## config.mk

```make
export PLATFORM = sky130hd
export DESIGN_NAME = cpu_status
export DESIGN_NICKNAME = d
export VERILOG_FILES = /design/src/addr_map_decode.v /design/src/cpu_status.v
export VERILOG_INCLUDE_DIRS = /design/src
export SDC_FILE = /design/constraint.sdc
export NUM_CORES = 1
export LEC_CHECK = 0
export ABC_AREA = 1
export BUFFER_PORTS_ARGS = -buffer_cell sky130_fd_sc_hd__buf_2
export CAP_MARGIN = 30
export CORE_MARGIN = 5
export CORE_UTILIZATION = 26
export DETAILED_ROUTE_END_ITERATION = 10
export GPL_ROUTABILITY_DRIVEN = 0
export PLACE_DENSITY = 0.58
export SLEW_MARGIN = 30
export SYNTH_ARGS = -nofsm -noshare
export SYNTH_HDL_FRONTEND = slang
export SYNTH_SLANG_ARGS = --single-unit
```

## constraint.sdc

```tcl
create_clock -name CLK -period 9.2 [get_ports CLK]
set_clock_uncertainty 0.2 [all_clocks]
set_input_delay 0.46 -clock CLK [delete_from_list [all_inputs] [get_ports CLK]]
set_output_delay 0.46 -clock CLK [all_outputs]
set_load 0.05 [all_outputs]
```

## src/cpu_status_defines.vh

```
`ifndef CPU_STATUS_DEFINES_VH
`define CPU_STATUS_DEFINES_VH

// ****************************************
// System register numbers
// ****************************************
`define SREG_CAUSE 5'h04
`define SREG_STATUS 5'h05

// ****************************************
// Status word layout
// ****************************************
`define SW_RESET 32'h00000020
`define SW_Z 0
`define SW_S 1
`define SW_RANGE_ERR 2
`define SW_CARRY 3
`define SW_CLAMP 4
`define SW_IRQ_DIS 5
`define SW_FAULT 6
`define SW_NMI_BUSY 7
`define SW_MASK 32'h000000FF
`define WORD_ZERO 32'h00000000

// ****************************************
// Cause register layout
// ****************************************
`define CAUSE_RESET 32'h00000000
`define HALF_ZERO 16'h0000

// ****************************************
// Address map
// ****************************************
`define PC_MASK 32'h00FFFFFE
`define PHYS_MASK 24'hFFFFFF
`define ROM_TOP 24'h0FFFFF
`define RAM_BASE 24'hFF8000
`define RAM_TOP 24'hFFEFFF
`define PIO_BASE 24'hFFF000
`define RESET_ENTRY 32'h00000000
`define REGION_ROM 3'h0
`define REGION_RAM 3'h1
`define REGION_PIO 3'h2
`define REGION_EXT 3'h3
`define REGION_NONE 3'h4

`endif
```

## src/addr_map_decode.v

```verilog
`timescale 1ns/1ps
`include "cpu_status_defines.vh"

// ****************************************
// Address region decoder
// ****************************************
module addr_map_decode (
   input wire [31:0] ADDR,
   input wire EXPANSION,
   input wire FETCH,
   output reg [2:0] REGION,
   output wire FETCH_FAULT
);
   wire [23:0] phys; // Physical address

   // Upper byte ignored, all images alias
   assign phys = ADDR[23:0] & `PHYS_MASK;

   // Region lookup
   always @* begin
      if (phys <= `ROM_TOP) begin
         REGION = `REGION_ROM;
      end else if (phys >= `PIO_BASE) begin
         REGION = `REGION_PIO;
      end else if (phys >= `RAM_BASE && phys <= `RAM_TOP) begin
         REGION = `REGION_RAM;
      end else if (EXPANSION) begin
         REGION = `REGION_EXT;
      end else begin
         REGION = `REGION_NONE;
      end
   end

   // Fetch attempt into peripheral space
   assign FETCH_FAULT = FETCH && (phys >= `PIO_BASE);
endmodule // addr_map_decode

```

## src/cpu_status.v

```verilog
`timescale 1ns/1ps
`include "cpu_status_defines.vh"

// ****************************************
// Cause register, status word, addressing
// ****************************************
module cpu_status (
   input wire CLK,
   input wire RESETN,
   input wire SREG_WR,
   input wire [4:0] SREG_SEL,
   input wire [31:0] SREG_WDATA,
   output reg [31:0] SREG_RDATA,
   input wire NMI_ACCEPT,
   input wire [15:0] NMI_CODE,
   input wire TRAP_ACCEPT,
   input wire IRQ_ACCEPT,
   input wire [15:0] TRAP_IRQ_CODE,
   input wire IRQ_REQ,
   output wire IRQ_TAKE_OK,
   output wire NMI_TAKE_OK,
   input wire FLAGS_WR,
   input wire [31:0] RESULT,
   input wire CARRY_IN,
   input wire OVF_IN,
   input wire CLAMP_OP,
   input wire CLAMP_OVF,
   input wire XSEL_WR,
   input wire XSEL_EXPAND,
   output reg PORT_MODE,
   output reg EXPANSION_ACTIVE,
   input wire PC_LOAD,
   input wire [31:0] BRANCH_BASE,
   input wire [31:0] BRANCH_DISP,
   output reg [31:0] PC,
   input wire [31:0] OPER_BASE,
   input wire [31:0] OPER_DISP,
   output wire [31:0] DATA_ADDR,
   output wire [2:0] DATA_REGION,
   output wire [2:0] FETCH_REGION,
   output reg FETCH_FAULT
);
   reg rst_s1_r; // Reset sync stage 1
   reg rst_s2_r; // Reset sync stage 2
   wire rst_n; // Synchronised reset
   reg [15:0] nmi_cause_code_r; // Upper cause half
   reg [15:0] trap_irq_cause_code_r; // Lower cause half
   reg [31:0] status_word_r; // Status word
   reg [31:0] status_word_nxt;
   reg [31:0] pc_nxt;
   wire fetch_fault_w; // Decoder fetch check
   wire [31:0] cause_register; // Assembled cause

   // ****************************************
   // Reset release
   // ****************************************

   // Two-stage reset synchroniser
   always @(posedge CLK or negedge RESETN) begin
      if (!RESETN) begin
         rst_s1_r <= 1'b0;
         rst_s2_r <= 1'b0;
      end else begin
         rst_s1_r <= 1'b1;
         rst_s2_r <= rst_s1_r;
      end
   end
   assign rst_n = rst_s2_r;

   // ****************************************
   // Cause register
   // ****************************************

   // Each acceptance updates only its half
   always @(posedge CLK or negedge rst_n) begin
      if (!rst_n) begin
         nmi_cause_code_r <= `HALF_ZERO;
         trap_irq_cause_code_r <= `HALF_ZERO;
      end else begin
         if (NMI_ACCEPT) begin
            nmi_cause_code_r <= NMI_CODE;
         end
         if (TRAP_ACCEPT || IRQ_ACCEPT) begin
            trap_irq_cause_code_r <= TRAP_IRQ_CODE;
         end
      end
   end
   assign cause_register = {nmi_cause_code_r, trap_irq_cause_code_r};

   // ****************************************
   // Status word
   // ****************************************

   // Next status: software write, then hardware events
   always @* begin
      status_word_nxt = status_word_r;
      // Software store via status register number
      if (SREG_WR && SREG_SEL == `SREG_STATUS) begin
         status_word_nxt = SREG_WDATA;
      end
      // Arithmetic flag update
      if (FLAGS_WR) begin
         status_word_nxt[`SW_CARRY] = CARRY_IN;
         status_word_nxt[`SW_RANGE_ERR] = OVF_IN;
         status_word_nxt[`SW_S] = RESULT[31];
         status_word_nxt[`SW_Z] = (RESULT == `WORD_ZERO);
         // Sticky saturation flag
         if (CLAMP_OP && CLAMP_OVF) begin
            status_word_nxt[`SW_CLAMP] = 1'b1;
         end
      end
      // Exception sets fault flag only
      if (TRAP_ACCEPT) begin
         status_word_nxt[`SW_FAULT] = 1'b1;
      end
      // Maskable interrupt acceptance disables further
      if (IRQ_ACCEPT) begin
         status_word_nxt[`SW_IRQ_DIS] = 1'b1;
      end
      // NMI acceptance sets busy flag
      if (NMI_ACCEPT) begin
         status_word_nxt[`SW_NMI_BUSY] = 1'b1;
         status_word_nxt[`SW_IRQ_DIS] = 1'b1;
      end
      // Reserved bits forced to zero
      status_word_nxt = status_word_nxt & `SW_MASK;
   end

   // Status register
   always @(posedge CLK or negedge rst_n) begin
      if (!rst_n) begin
         status_word_r <= `SW_RESET;
      end else begin
         status_word_r <= status_word_nxt;
      end
   end

   // ****************************************
   // Interrupt acceptance gating
   // ****************************************

   // Maskable: blocked by disable or NMI busy, not by fault flag
   assign IRQ_TAKE_OK = IRQ_REQ && !status_word_r[`SW_IRQ_DIS]
                        && !status_word_r[`SW_NMI_BUSY];
   // NMI: no nesting while busy
   assign NMI_TAKE_OK = !status_word_r[`SW_NMI_BUSY];

   // ****************************************
   // System register read
   // ****************************************

   // Load from selected system register
   always @(posedge CLK or negedge rst_n) begin
      if (!rst_n) begin
         SREG_RDATA <= `WORD_ZERO;
      end else if (SREG_SEL == `SREG_CAUSE) begin
         SREG_RDATA <= cause_register;
      end else if (SREG_SEL == `SREG_STATUS) begin
         SREG_RDATA <= status_word_r & `SW_MASK;
      end else begin
         SREG_RDATA <= `WORD_ZERO;
      end
   end

   // ****************************************
   // Operation mode
   // ****************************************

   // Port mode after reset until expansion selected
   always @(posedge CLK or negedge rst_n) begin
      if (!rst_n) begin
         PORT_MODE <= 1'b1;
         EXPANSION_ACTIVE <= 1'b0;
      end else if (XSEL_WR) begin
         PORT_MODE <= !XSEL_EXPAND;
         EXPANSION_ACTIVE <= XSEL_EXPAND;
      end
   end

   // ****************************************
   // Program counter
   // ****************************************

   // Branch target, wrapped into 24 bits
   always @* begin
      pc_nxt = PC;
      if (PC_LOAD) begin
         pc_nxt = (BRANCH_BASE + BRANCH_DISP) & `PC_MASK;
      end
   end

   // PC starts at reset entry in ROM
   always @(posedge CLK or negedge rst_n) begin
      if (!rst_n) begin
         PC <= `RESET_ENTRY;
         FETCH_FAULT <= 1'b0;
      end else begin
         PC <= pc_nxt;
         FETCH_FAULT <= fetch_fault_w;
      end
   end

   // ****************************************
   // Operand addressing
   // ****************************************

   // 32-bit wrap of operand address
   assign DATA_ADDR = OPER_BASE + OPER_DISP;

   // Data access decoder
   addr_map_decode u_data_dec (
      .ADDR(DATA_ADDR),
      .EXPANSION(EXPANSION_ACTIVE),
      .FETCH(1'b0),
      .REGION(DATA_REGION),
      .FETCH_FAULT()
   );

   // Fetch decoder on current PC
   addr_map_decode u_fetch_dec (
      .ADDR(PC),
      .EXPANSION(EXPANSION_ACTIVE),
      .FETCH(1'b1),
      .REGION(FETCH_REGION),
      .FETCH_FAULT(fetch_fault_w)
   );
endmodule // cpu_status

```

* Word-level counts from Yosys, hierarchy flattened
Cells that the tools add are included.
Storage, ports and cells: register bits 100, bits of input ports 244, output and inout port bits 107, word-level logic and storage cells 57
Cells by class: add/sub/neg operators 2, $lt $le $gt $ge 8, equal/unequal tests 2, multiplexer cells 16, reduce and logical (&&, ||, !) cells 15
Operators by type and width (count):
- $ge A24 B24 Y1 const B | 4
- $le A24 B20 Y1 const B | 2
- $le A24 B24 Y1 const B | 2
- $add A32 B32 Y32 | 1
- $logic_not A32 Y1 | 1
- $mux W32 | 1
- $add A24 B24 Y24 | 1
- $mux W3 | 7
- $mux W8 | 2
- $eq A5 B3 Y1 const B | 2
- $logic_and A1 B1 Y1 | 6
- $reduce_bool A2 Y1 | 3
- $mux W1 | 5
- $mux W5 | 1
- $logic_not A1 Y1 | 3
- $reduce_bool A3 Y1 | 1
- $logic_or A1 B1 Y1 | 1

* Depth between registers and ports, before layout
Gate-level depths: netlist of the first run.
depth after elaboration 6, mapped depth 18

* Hierarchy
Synthesis of the first run repeated with hierarchy kept, for this count alone.
Unflattened totals: cell total of the unflattened synthesis 1188, area total of the unflattened synthesis 7805.0 µm²
By module, submodules not included:
- cpu_status | times used 1, cells an instance 1138, area each 7539.7 µm², sequential area each 2504.9 µm²
- addr_map_decode | times used 2, cells an instance 25, area each 132.6 µm², sequential area each 0.0 µm²

* Worst setup path before layout of the first run
OpenSTA, ideal clock, no wires.
path type input-to-output, start point input port OPER_BASE[0], end point output port DATA_REGION[1], data arrival time 3.043 ns, required time 8.540 ns, slack 5.497 ns, stages on the path 18, buffers on the path 0, cell sequence ha_1 > inv_1 > fa_1 > inv_1 > nand2_1 > nand2_1 > nand3_1 > nand2_1 > nand2_1 > nand2_1 > nand2_1 > nand2_1 > nand3_1 > nor2_1 > nand3_1 > nand2_1 > nand2_1 > nor2_1
On the way: word-level cells in the longest chain between the ends 6, elaborated cells between the ends (all ways) 9, those cells by class 1 x add/sub; 4 x order compare; 3 x mux; 1 x reduce/logical
RTL lines:
- start: declaration | RTL line cpu_status.v:36 | input wire [31:0] OPER_BASE,
- $add A32 B32 Y32 (*) | RTL line cpu_status.v:208 | assign DATA_ADDR = OPER_BASE + OPER_DISP;
- named net DATA_ADDR[16] | RTL line cpu_status.v:38 | output wire [31:0] DATA_ADDR,
- $ge A24 B24 Y1 (no source line) / $le A24 B24 Y1 (equally long branches)
- $logic_and A1 B1 Y1 (no source line)
- $mux W3 | RTL line addr_map_decode.v:25 | end else if (phys >= `RAM_BASE && phys <= `RAM_TOP) begin
- $mux W3 | RTL line addr_map_decode.v:23 | end else if (phys >= `PIO_BASE) begin
- $mux W3 (*) | RTL line addr_map_decode.v:21 | if (phys <= `ROM_TOP) begin
- end: declaration | RTL line cpu_status.v:39 | output wire [2:0] DATA_REGION,
The timed path passes the listed nets; every way through them passes the cells marked *.

* Worst setup path after layout of the first run
start point input port OPER_BASE[0], end point output port DATA_ADDR[28]
On the way: word-level cells in the longest chain between the ends 1
RTL lines (RTL line):
- $add A32 B32 Y32 | cpu_status.v:208
- end: declaration | cpu_status.v:38
Every way passes these cells.

==> results of run 1 <==
-- kinds of logic after synthesis --
| logic type | count (synthesis) | share of synthesized area, % |
|---|---|---|
| flip-flops | 100 | 34.0 |
| AO/OA/AOI/OAI | 145 | 10.5 |
| AND/OR/NAND/NOR | 548 | 32.5 |
| XOR/XNOR | 27 | 3.21 |
| other | 2 | 0.102 |
| adder cells (fa/ha/maj) | 55 | 9.54 |
| buffers and inverters | 191 | 10.2 |
-- routing by layer --
metal | global-route usage [%] | wire length [um]
met1 | 18.2 | 10200
met2 | 24.1 | 11400
met5 | 0 | 0
met3 | 2.16 | 1210
met4 | 4.29 | 498
-- placed cells by master (no fill, tap or decap), types with 13 or more instances in the layout --
cell type / instances
a21oi_1: 70
buf_2: 301
dfrtp_1: 97
ha_1: 53
inv_1: 163
nand2_1: 297
nand2_2: 16
nand3_1: 63
nand4_1: 17
nor2_1: 99
nor4_1: 13
o21ai_0: 46
xor2_1: 19
-- critical path, cell delays in order --
cell and delay [ps]:
buf_2 80, ha_1 200, inv_1 70, fa_1 410
inv_1 120, nand2_1 60, nand2_1 70, and2_1 210
nand3_1 190, nand3_2 140, a21oi_1 100, o21ai_1 200
nand2_1 100, nand2_1 70, nand2_1 40, nand2_1 70
buf_2 270
-- where the power goes --
part           switching [uW]  internal [uW]  total [uW]
clock network             183            190         373
logic                     436            172         608
registers                22.0            474         496
total                     642            836        1480
-- final cells by class --
cell class	instances	area [um2]	area share [%]
Timing Repair Buffer	305	1540	16.0
Clock buffer	9	225	2.35
Multi-Input combinational cell	785	4140	43.2
Sequential cell	100	2510	26.2
Antenna cell	2	5.00	0.0522
Clock inverter	7	68.8	0.718
Tap cell	378	473	4.93
Inverter	167	627	6.54
-- synthesized netlist by cell type, types with 13 or more instances --
master,instances,area share [%]
nand2_1,297,15
inv_1,163,8.3
nor2_1,100,5.1
dfrtp_1,98,33
a21oi_1,70,4.8
nand3_1,63,4.3
ha_1,53,9.0
o21ai_0,46,3.1
xor2_1,19,2.3
nand4_1,17,1.4
nand2_2,16,1.4
clkbuf_1,14,0.71
nor4_1,13,1.1
-- per-stage QoR --
step,std cells,utilization [%],hold WS [ps],worst slack (ps)
final,1753,34.4,80.3,5660
after global routing,1753,34.4,121,5470
after CTS,1751,34.4,87.8,5670
after detailed placement,1734,33.3,45.8,5680
after global placement,1734,33.3,45.4,5690
after floorplan,1076,-,-35.6,5500
-- repair_timing --
action                    4_1_cts  5_1_grt
hold endpoints to repair        2        0
buffers inserted                0        0
resized for setup               0        0
hold buffers                    1        0
-- flip-flops by register name, indices dropped and copies added, names as in the netlist --
register / flops
EXPANSION_ACTIVE: 1
FETCH_FAULT: 1
PC: 23
PORT_MODE: 1
SREG_RDATA: 32
nmi_cause_code_r: 16
rst_n: 1
rst_s1_r: 1
status_word_r: 8
trap_irq_cause_code_r: 16
-- worst max-delay path by stage --
| stage | from | end | depth (start not counted) |
|---|---|---|---|
| CTS | OPER_BASE[0] | DATA_ADDR[28] | 17 |
| global route | OPER_BASE[0] | DATA_ADDR[28] | 17 |
| floorplan | OPER_BASE[0] | DATA_REGION[1] | 18 |
| detailed placement | OPER_BASE[0] | DATA_ADDR[28] | 17 |
| finish | OPER_BASE[0] | DATA_ADDR[28] | 17 |
| global placement | OPER_BASE[0] | DATA_REGION[0] | 19 |
==> flow_summary.yaml, run 1 <==
layout:
  nNetsFinal: 1667
  nFillCells: 3023
  stdcell_area_um2: 9590
  area_growth_pct: 30.2
  drive_gt1_share_pct: 26.8
global_route:
  antenna_found_initial: 2
  grt_remaining_overflow: 0
  track_usage_pct: 14.0
  grt_pass1_vias: 7346
  grt_max_degree: 66
  grt_pass1_wl_mm: 36.3
worst_setup_path:
  critical_path_peak_fanout: 4
  reg2reg_depth: 1
  endpoint_kind: "output pin"
  r2r_start: "rst_n"
  r2r_end: "trap_irq_cause_code_r[2]"
  critical_path_class: "in -> out"
  required_ps: 8540
  critPathLaunchType: "primary input"
  crit_arrival_ps: 2880
  rrSetupSlack_ps: 7510
drt:
  drt-pass1-iter-count: 5
  ant_nets: 0
  via_count: 7619
  wl_per_cell_um: 13.3
  wl_mm: 23.3
  first_iter_violations: 388
  drc: 0
  viasPerCell: 4.35
die:
  num_rows: 61
  die-area_um2: 31800
  start_util_pct: 26.4
  die_h_um: 178
  pin_count: 351
  die_x_um: 178
  core-area_um2: 27900
run_status:
  run_status: "completed"
timing:
  relSlewSlack_pct: 44.4
  fin_setup_tns_ps: 0
  finalSetupViolations: 0
  worstMarginPinSlew_ps: 834
  rsz0062_at_grt: "no"
  fmax_mhz: 283
  drv_slew: 0
  fin_crit_ps: 3540
  hold_viol_final: 0
  finalCritPeriodShare_pct: 38.5
pwr:
  totalPowerFinal_uw: 1480
  power_density_nw_per_um2: 154
  ir_drop_uv: 76.9
  p_leak_uw: 0.00547
clock_tree:
  cts_root_buf: "clkbuf_16"
  cts_buffers: 9
  cts_tree: "yes"
  clockBufferDepth: 2
  insertion_delay_ps: 350
  cts.sinks: 100
  clk_pin_slew_worst_paths_ps: 70
  htree_num_levels: 3
yosys:
  synth_ff_type: "dfrtp_1"
  synth_edf_count: 0
  syn_area_per_cell_um2: 6.90
  ys_async_sr_fraction_pct: 100
  synth_area_um2: 7370
  yosysWarnings: 0
  synth_seq_cells: 100
  netlist-cell-type-count: 39
  yosysSeqAreaShare_pct: 34.0
  synth_cells: 1068
job:
  cap_violations: 0
place:
  io_buffer_count: 301
  dp_hpwl_mm: 19.6
  placed_cell_area_um2: 9280
hold_path:
  hp-class: "reg -> async"
Power figures use the tool's default switching activity.
==> inputs of run 2 (changes only) <==
Settings changed: ABC_AREA 1 to 0, PLACE_DENSITY 0.58 to 0.59.
Clock period 9.2 ns to 3.7 ns, I/O delays scaled along.
==> run 2 against run 1 <==
- highest routed layer is now met5
- critical path depth down 3
- via count decreased by 16%
- sequential power grew to 2.6 times the previous value
- power grew to 2.6 times the previous value
==> flow_summary.yaml, run 2 <==
worst_setup_path:
  critPathLaunchType: "primary input"
  endpoint_kind: "output pin"
  reg2reg_depth: 5
  critical_path_peak_fanout: 7
  critical_path_class: "in -> out"
  cp_top_family: "simple AND/OR/NAND/NOR gates"
  required_ps: 3310
  cp_cell_sequence: "buf_2, ha_1, a21oi_2, nand2_1, a221oi_1, buf_4, a21oi_2, buf_4, o211a_1, nor3_4, nand4_1, or4_4, mux2i_2, buf_6"
  crit_buf_inv: 4
  crit_arrival_ps: 3120
  cpMaxStageDelayCell: "or4_4"
  cp.depth: 14
  slowest_delay_ps: 540
layout:
  final_cell_mix: "buf_2, dfrtp_1, dlygate4sd3_1, ha_1, mux2_2"
  reg_top3: "SREG_RDATA x32, PC x23"
  nFillCells: 2575
  fin_cells: 1383
  drive_gt1_share_pct: 39.4
  multi_input_area_um2: 3950
  largest_reg_flops: 32
  area_growth_pct: 44.4
  largest-register: "SREG_RDATA"
  nNetsFinal: 1346
  stdcell_area_um2: 9550
  ff_latch_area_um2: 2510
  final_common_cell: "buf_2"
yosys:
  synth_area_leader_cell: "dfrtp_1"
  synth.top_cell.area_share_pct: 37.1
  synth_area_um2: 6610
  synth_seq_cells: 100
  synth_ff_type: "dfrtp_1"
  yosysSeqAreaShare_pct: 37.9
  ys_async_sr_fraction_pct: 100
  synth_most_common_cell: "dfrtp_1"
  yosys-top-cells-area: "dfrtp_1, ha_1, mux2_2, xnor2_1, nand2_1"
  yosysWarnings: 0
  synth_edf_count: 0
  ys_top_cells_by_count: "dfrtp_1, ha_1, mux2_2"
  syn_area_per_cell_um2: 9.82
  netlist-cell-type-count: 64
  synth_cells: 673
clock_tree:
  insertion_delay_ps: 350
  clockBufferDepth: 2
  htree_num_levels: 3
  clk_pin_slew_worst_paths_ps: 90
  cts.sinks: 100
  cts_root_buf: "clkbuf_16"
  cts_buffers: 9
  cts_tree: "yes"
  postCtsSetupBuffers: 0
timing:
  rsz0062_at_grt: "no"
  fmax_mhz: 285
  fin_setup_tns_ps: 0
  fin_crit_ps: 3500
  drv_slew: 0
  worstMarginPinSlew_ps: 799
  finalSetupViolations: 0
  relSlewSlack_pct: 46.8
  hold_viol_final: 0
  finalCritPeriodShare_pct: 94.7
  hold_ws_ps: 79.3
place:
  dp.cells: 1308
  io_buffer_count: 301
  placed_cell_area_um2: 8620
  dp_hpwl_mm: 17.2
drt:
  via_count: 6362
  top_layer_used: "met5"
  wl_met3_mm: 1.31
  viasPerCell: 4.60
  met2_length_mm: 10.9
  first_iter_violations: 256
  wl_per_cell_um: 15.4
  ant_nets: 0
  wl_met1_mm: 8.68
  wl_mm: 21.3
  drc: 0
  drt-pass1-iter-count: 5
pwr:
  p_leak_uw: 0.00476
  power_density_nw_per_um2: 405
  totalPowerFinal_uw: 3870
  ir_drop_uv: 257
die:
  start_util_pct: 26.3
  die-area_um2: 28700
  num_rows: 58
  die_x_um: 169
  die_h_um: 169
  core-area_um2: 25100
  pin_count: 351
hold_path:
  whs_path_depth: 3
  hp-class: "in -> reg"
job:
  cap_violations: 0
global_route:
  grt_remaining_overflow: 0
  grt_max_degree: 60
  grt_pass1_wl_mm: 33.4
  grt_pass1_vias: 6692
  antenna_found_initial: 1
  track_usage_pct: 14.2
run_status:
  run_status: "completed"
[run 2: cell count changes in the layout (fill, tap and decap cells not counted), moves of 24 or more]
cell	previous run	this run
nand2_1	297	48
inv_1	163	24
dlygate4sd3_1	1	58
nor2_1	99	45
nand3_1	63	13
mux2_2	0	49
a21oi_1	70	34
and2_1	4	28
[run 2: worst paths after layout]
| check | start | end | slack (ps) |
|---|---|---|---|
| max reg2reg | status_word_r[1] | status_word_r[1] | 1410 |
| max | OPER_BASE[13] | DATA_REGION[0] | 200 |
| max in group asynchronous | rst_n | PC[2] | 2250 |
| min | SREG_SEL[4] | SREG_RDATA[5] | 80 |
| min reg2reg | rst_s1_r | rst_n | 160 |
| min in group asynchronous | rst_n | EXPANSION_ACTIVE | 200 |
[run 2: worst reg2reg max path: cells and delay by family (launching register included)]
kind                   cells  cell delay (ps)
buffers and inverters      2             1150
AOI/OAI and AO/OA          1              280
DFF                        1              370
and+or+nand+nor            2              170
[run 2: cells by family (layout without fill, tap and decap cells)]
group / after synthesis / in the layout / share of synthesized area [%]
AO/OA/AOI/OAI: 156 / 156 / 15.7
XOR/XNOR: 42 / 42 / 5.56
adder cells (fa/ha/maj): 55 / 55 / 10.6
buffers and inverters: 50 / 421 / 3.41
flip-flops: 100 / 100 / 37.9
multiplexers: 65 / 65 / 10.8
other: 2 / 11 / 0.114
AND/OR/NAND/NOR: 203 / 203 / 15.9
[run 2: cell type report]
type | instances | area share [%]
Tap cell | 330 | 4.33
Inverter | 24 | 0.944
Multi-Input combinational cell | 531 | 41.4
Antenna cell | 1 | 0.0262
Clock inverter | 7 | 0.957
Clock buffer | 9 | 2.36
Sequential cell | 100 | 26.3
Timing Repair Buffer | 381 | 23.7
[run 2: through the flow]
| step | utilization, % | setup slack, ps |
|---|---|---|
| global route | 38.0 | 7.48 |
| global placement | 34.3 | 1.94 |
| finish | 38.0 | 195 |
| floorplan | - | -182 |
| CTS | 37.9 | 22.5 |
| detailed placement | 34.3 | -26.1 |
[run 2: repair_timing]
| action | in CTS | in global routing |
|---|---|---|
| resized for setup | 1 | 10 |
| hold buffers | 58 | 0 |
| hold endpoints to repair | 44 | 0 |
| endpoints found under the setup margin | 2 | 5 |
| pin swaps | 0 | 1 |
[run 2: power breakdown]
part,internal (uW),switching [uW]
sequential,1190,76.9
clock,490,502
combinational,557,1050
total,2240,1630
[run 2: routing by layer]
metal  global-route usage [%]  vias to the layer above
met3                     3.03                       23
met1                     17.2                     2996
met5                        0                        -
li1                         -                     3151
met2                     25.3                      190
met4                     4.27                        2
==> inputs of run 3 (changes only) <==
Settings changed: RECOVER_POWER set to 100.
==> run 3 against run 2 <==
- the run now ends with capacitance limit, slew limit left
- core utilization decreased by 0.56 points
- count of clock-buffer cells in the layout stayed put
- sequential power about the same
- final area decreased by 1.5%
- non-clock buffer count unchanged
- critical path type unchanged
- combinational power is 2% lower
- first-iteration DRC count increased by 5.1%
- clock power about the same
- cell count unchanged
- sequential cell count unchanged
- die area unchanged
- power is 0.87% lower
- highest routed layer unchanged
==> flow_summary.yaml, run 3 (synthesis gave the netlist of run 2 again) <==
run_status:
  run_status: "finished, violations left"
  violations: "capacitance limit, slew limit"
clock_tree:
  postCtsSetupBuffers: 0
  cts_tree: "yes"
  cts_buffers: 9
  clockBufferDepth: 2
  insertion_delay_ps: 350
  cts.sinks: 100
  cts_root_buf: "clkbuf_16"
  clk_pin_slew_worst_paths_ps: 90
  htree_num_levels: 3
drt:
  drc: 0
  via_count: 6402
  wl_mm: 21.4
  first_iter_violations: 269
  wl_per_cell_um: 15.5
  drt-pass1-iter-count: 4
  viasPerCell: 4.63
  ant_nets: 0
place:
  io_buffer_count: 301
  dp_hpwl_mm: 17.2
  dp_slack_ps: -26.1
job:
  cap_violations: 1
worst_setup_path:
  required_ps: 3310
  reg2reg_depth: 1
  rrSetupSlack_ps: 790
  endpoint_kind: "output pin"
  cp_cell_sequence: "buf_2, ha_1, buf_4, nor2b_1, o31ai_2, a21oi_2, o21ai_2, o21ai_1, or4_1, a211o_1, o31ai_2, xnor2_1, buf_2"
  slowest_delay_ps: 460
  crit_arrival_ps: 3150
  r2r_end: "PC[2]"
  cp_top_family: "compound AO/OA/AOI/OAI gates"
  startpoint: "OPER_BASE[2]"
  r2r_start: "rst_n"
  crit_buf_inv: 3
  critical_path_peak_fanout: 5
  cpMaxStageDelayCell: "or4_1"
  critical_path_class: "in -> out"
  critPathLaunchType: "primary input"
die:
  core-area_um2: 25100
  start_util_pct: 26.3
  die-area_um2: 28700
  pin_count: 351
  die_h_um: 169
  die_x_um: 169
  num_rows: 58
timing:
  hold_viol_final: 0
  fin_setup_tns_ps: 0
  hold_ws_ps: 85.1
  finalCritPeriodShare_pct: 95.4
  fmax_mhz: 283
  worst_slack_ps: 170
  fin_crit_ps: 3530
  finalSetupViolations: 0
  drv_slew: 60
  worstMarginPinSlew_ps: 2460
  relSlewSlack_pct: -63.8
pwr:
  power_density_nw_per_um2: 408
  p_leak_uw: 0.00442
  ir_drop_uv: 259
  totalPowerFinal_uw: 3840
global_route:
  grt_remaining_overflow: 0
  antenna_found_initial: 1
  grt_pass1_vias: 6692
  grt_pass1_wl_mm: 33.4
  track_usage_pct: 14.2
  grt_max_degree: 60
layout:
  final_cell_mix: "buf_2, dfrtp_1, clkbuf_1, dlygate4sd3_1, ha_1"
  largest-register: "SREG_RDATA"
  nNetsFinal: 1346
  largest_reg_flops: 32
  drive_gt1_share_pct: 30.1
  nFillCells: 2621
  area_growth_pct: 42.3
  multi_input_area_um2: 3950
  fin_util_pct: 37.5
  final_common_cell: "buf_2"
  ff_latch_area_um2: 2500
  reg_top3: "SREG_RDATA x32, PC x23"
hold_path:
  hp-class: "in -> reg"
  min_to: "SREG_RDATA[5]"
  whs_path_depth: 3
  holdCritStartpoint: "SREG_SEL[4]"
## run 3: timing repair
item | 4_1_cts | 5_1_grt
pin swaps | 0 | 1
hold endpoints to repair | 44 | 0
setup endpoints to repair | 2 | 5
hold buffers | 58 | 0
resized for setup | 1 | 10
## run 3: how the worst max path moves through the flow
| stage | endpoint | slack [ps] | cells after the start |
|---|---|---|---|
| floorplan | DATA_REGION[0] | -180 | 12 |
| global placement | DATA_REGION[0] | 2 | 14 |
| detailed placement | DATA_REGION[0] | -30 | 14 |
| CTS | DATA_REGION[0] | 20 | 14 |
| global route | DATA_ADDR[30] | -7 | 13 |
| finish | DATA_ADDR[30] | 170 | 13 |
## run 3: metal layers
metal  GRT usage (%)  share of wire, %  vias to the layer above
li1                -                 -                     3154
met1            17.2                41                     3026
met3            3.03               5.9                       25
met4            4.27               2.0                        2
met2            25.3                51                      195
met5               0             0.056                        -
## run 3: cell type report
type / count / share of cell area (%)
multi-input cells: 531 / 42.0
flip-flops and latches: 100 / 26.6
repair buffers: 381 / 22.6
well taps: 330 / 4.39
clock buffers: 9 / 2.39
clock inverters: 7 / 0.971
inverters: 24 / 0.958
diodes: 1 / 0.0266
## run 3: through the flow
| step | cell area [um2] | std cells |
|---|---|---|
| finish | 9410 | 1383 |
| global route | 9400 | 1382 |
| CTS | 9520 | 1382 |
| detailed placement | 8620 | 1308 |
| global placement | 8610 | 1308 |
| floorplan | 6660 | 681 |
## run 3: power breakdown
part | switching [uW] | internal [uW]
clock | 505 | 490
combinational | 1050 | 516
sequential | 79.8 | 1190
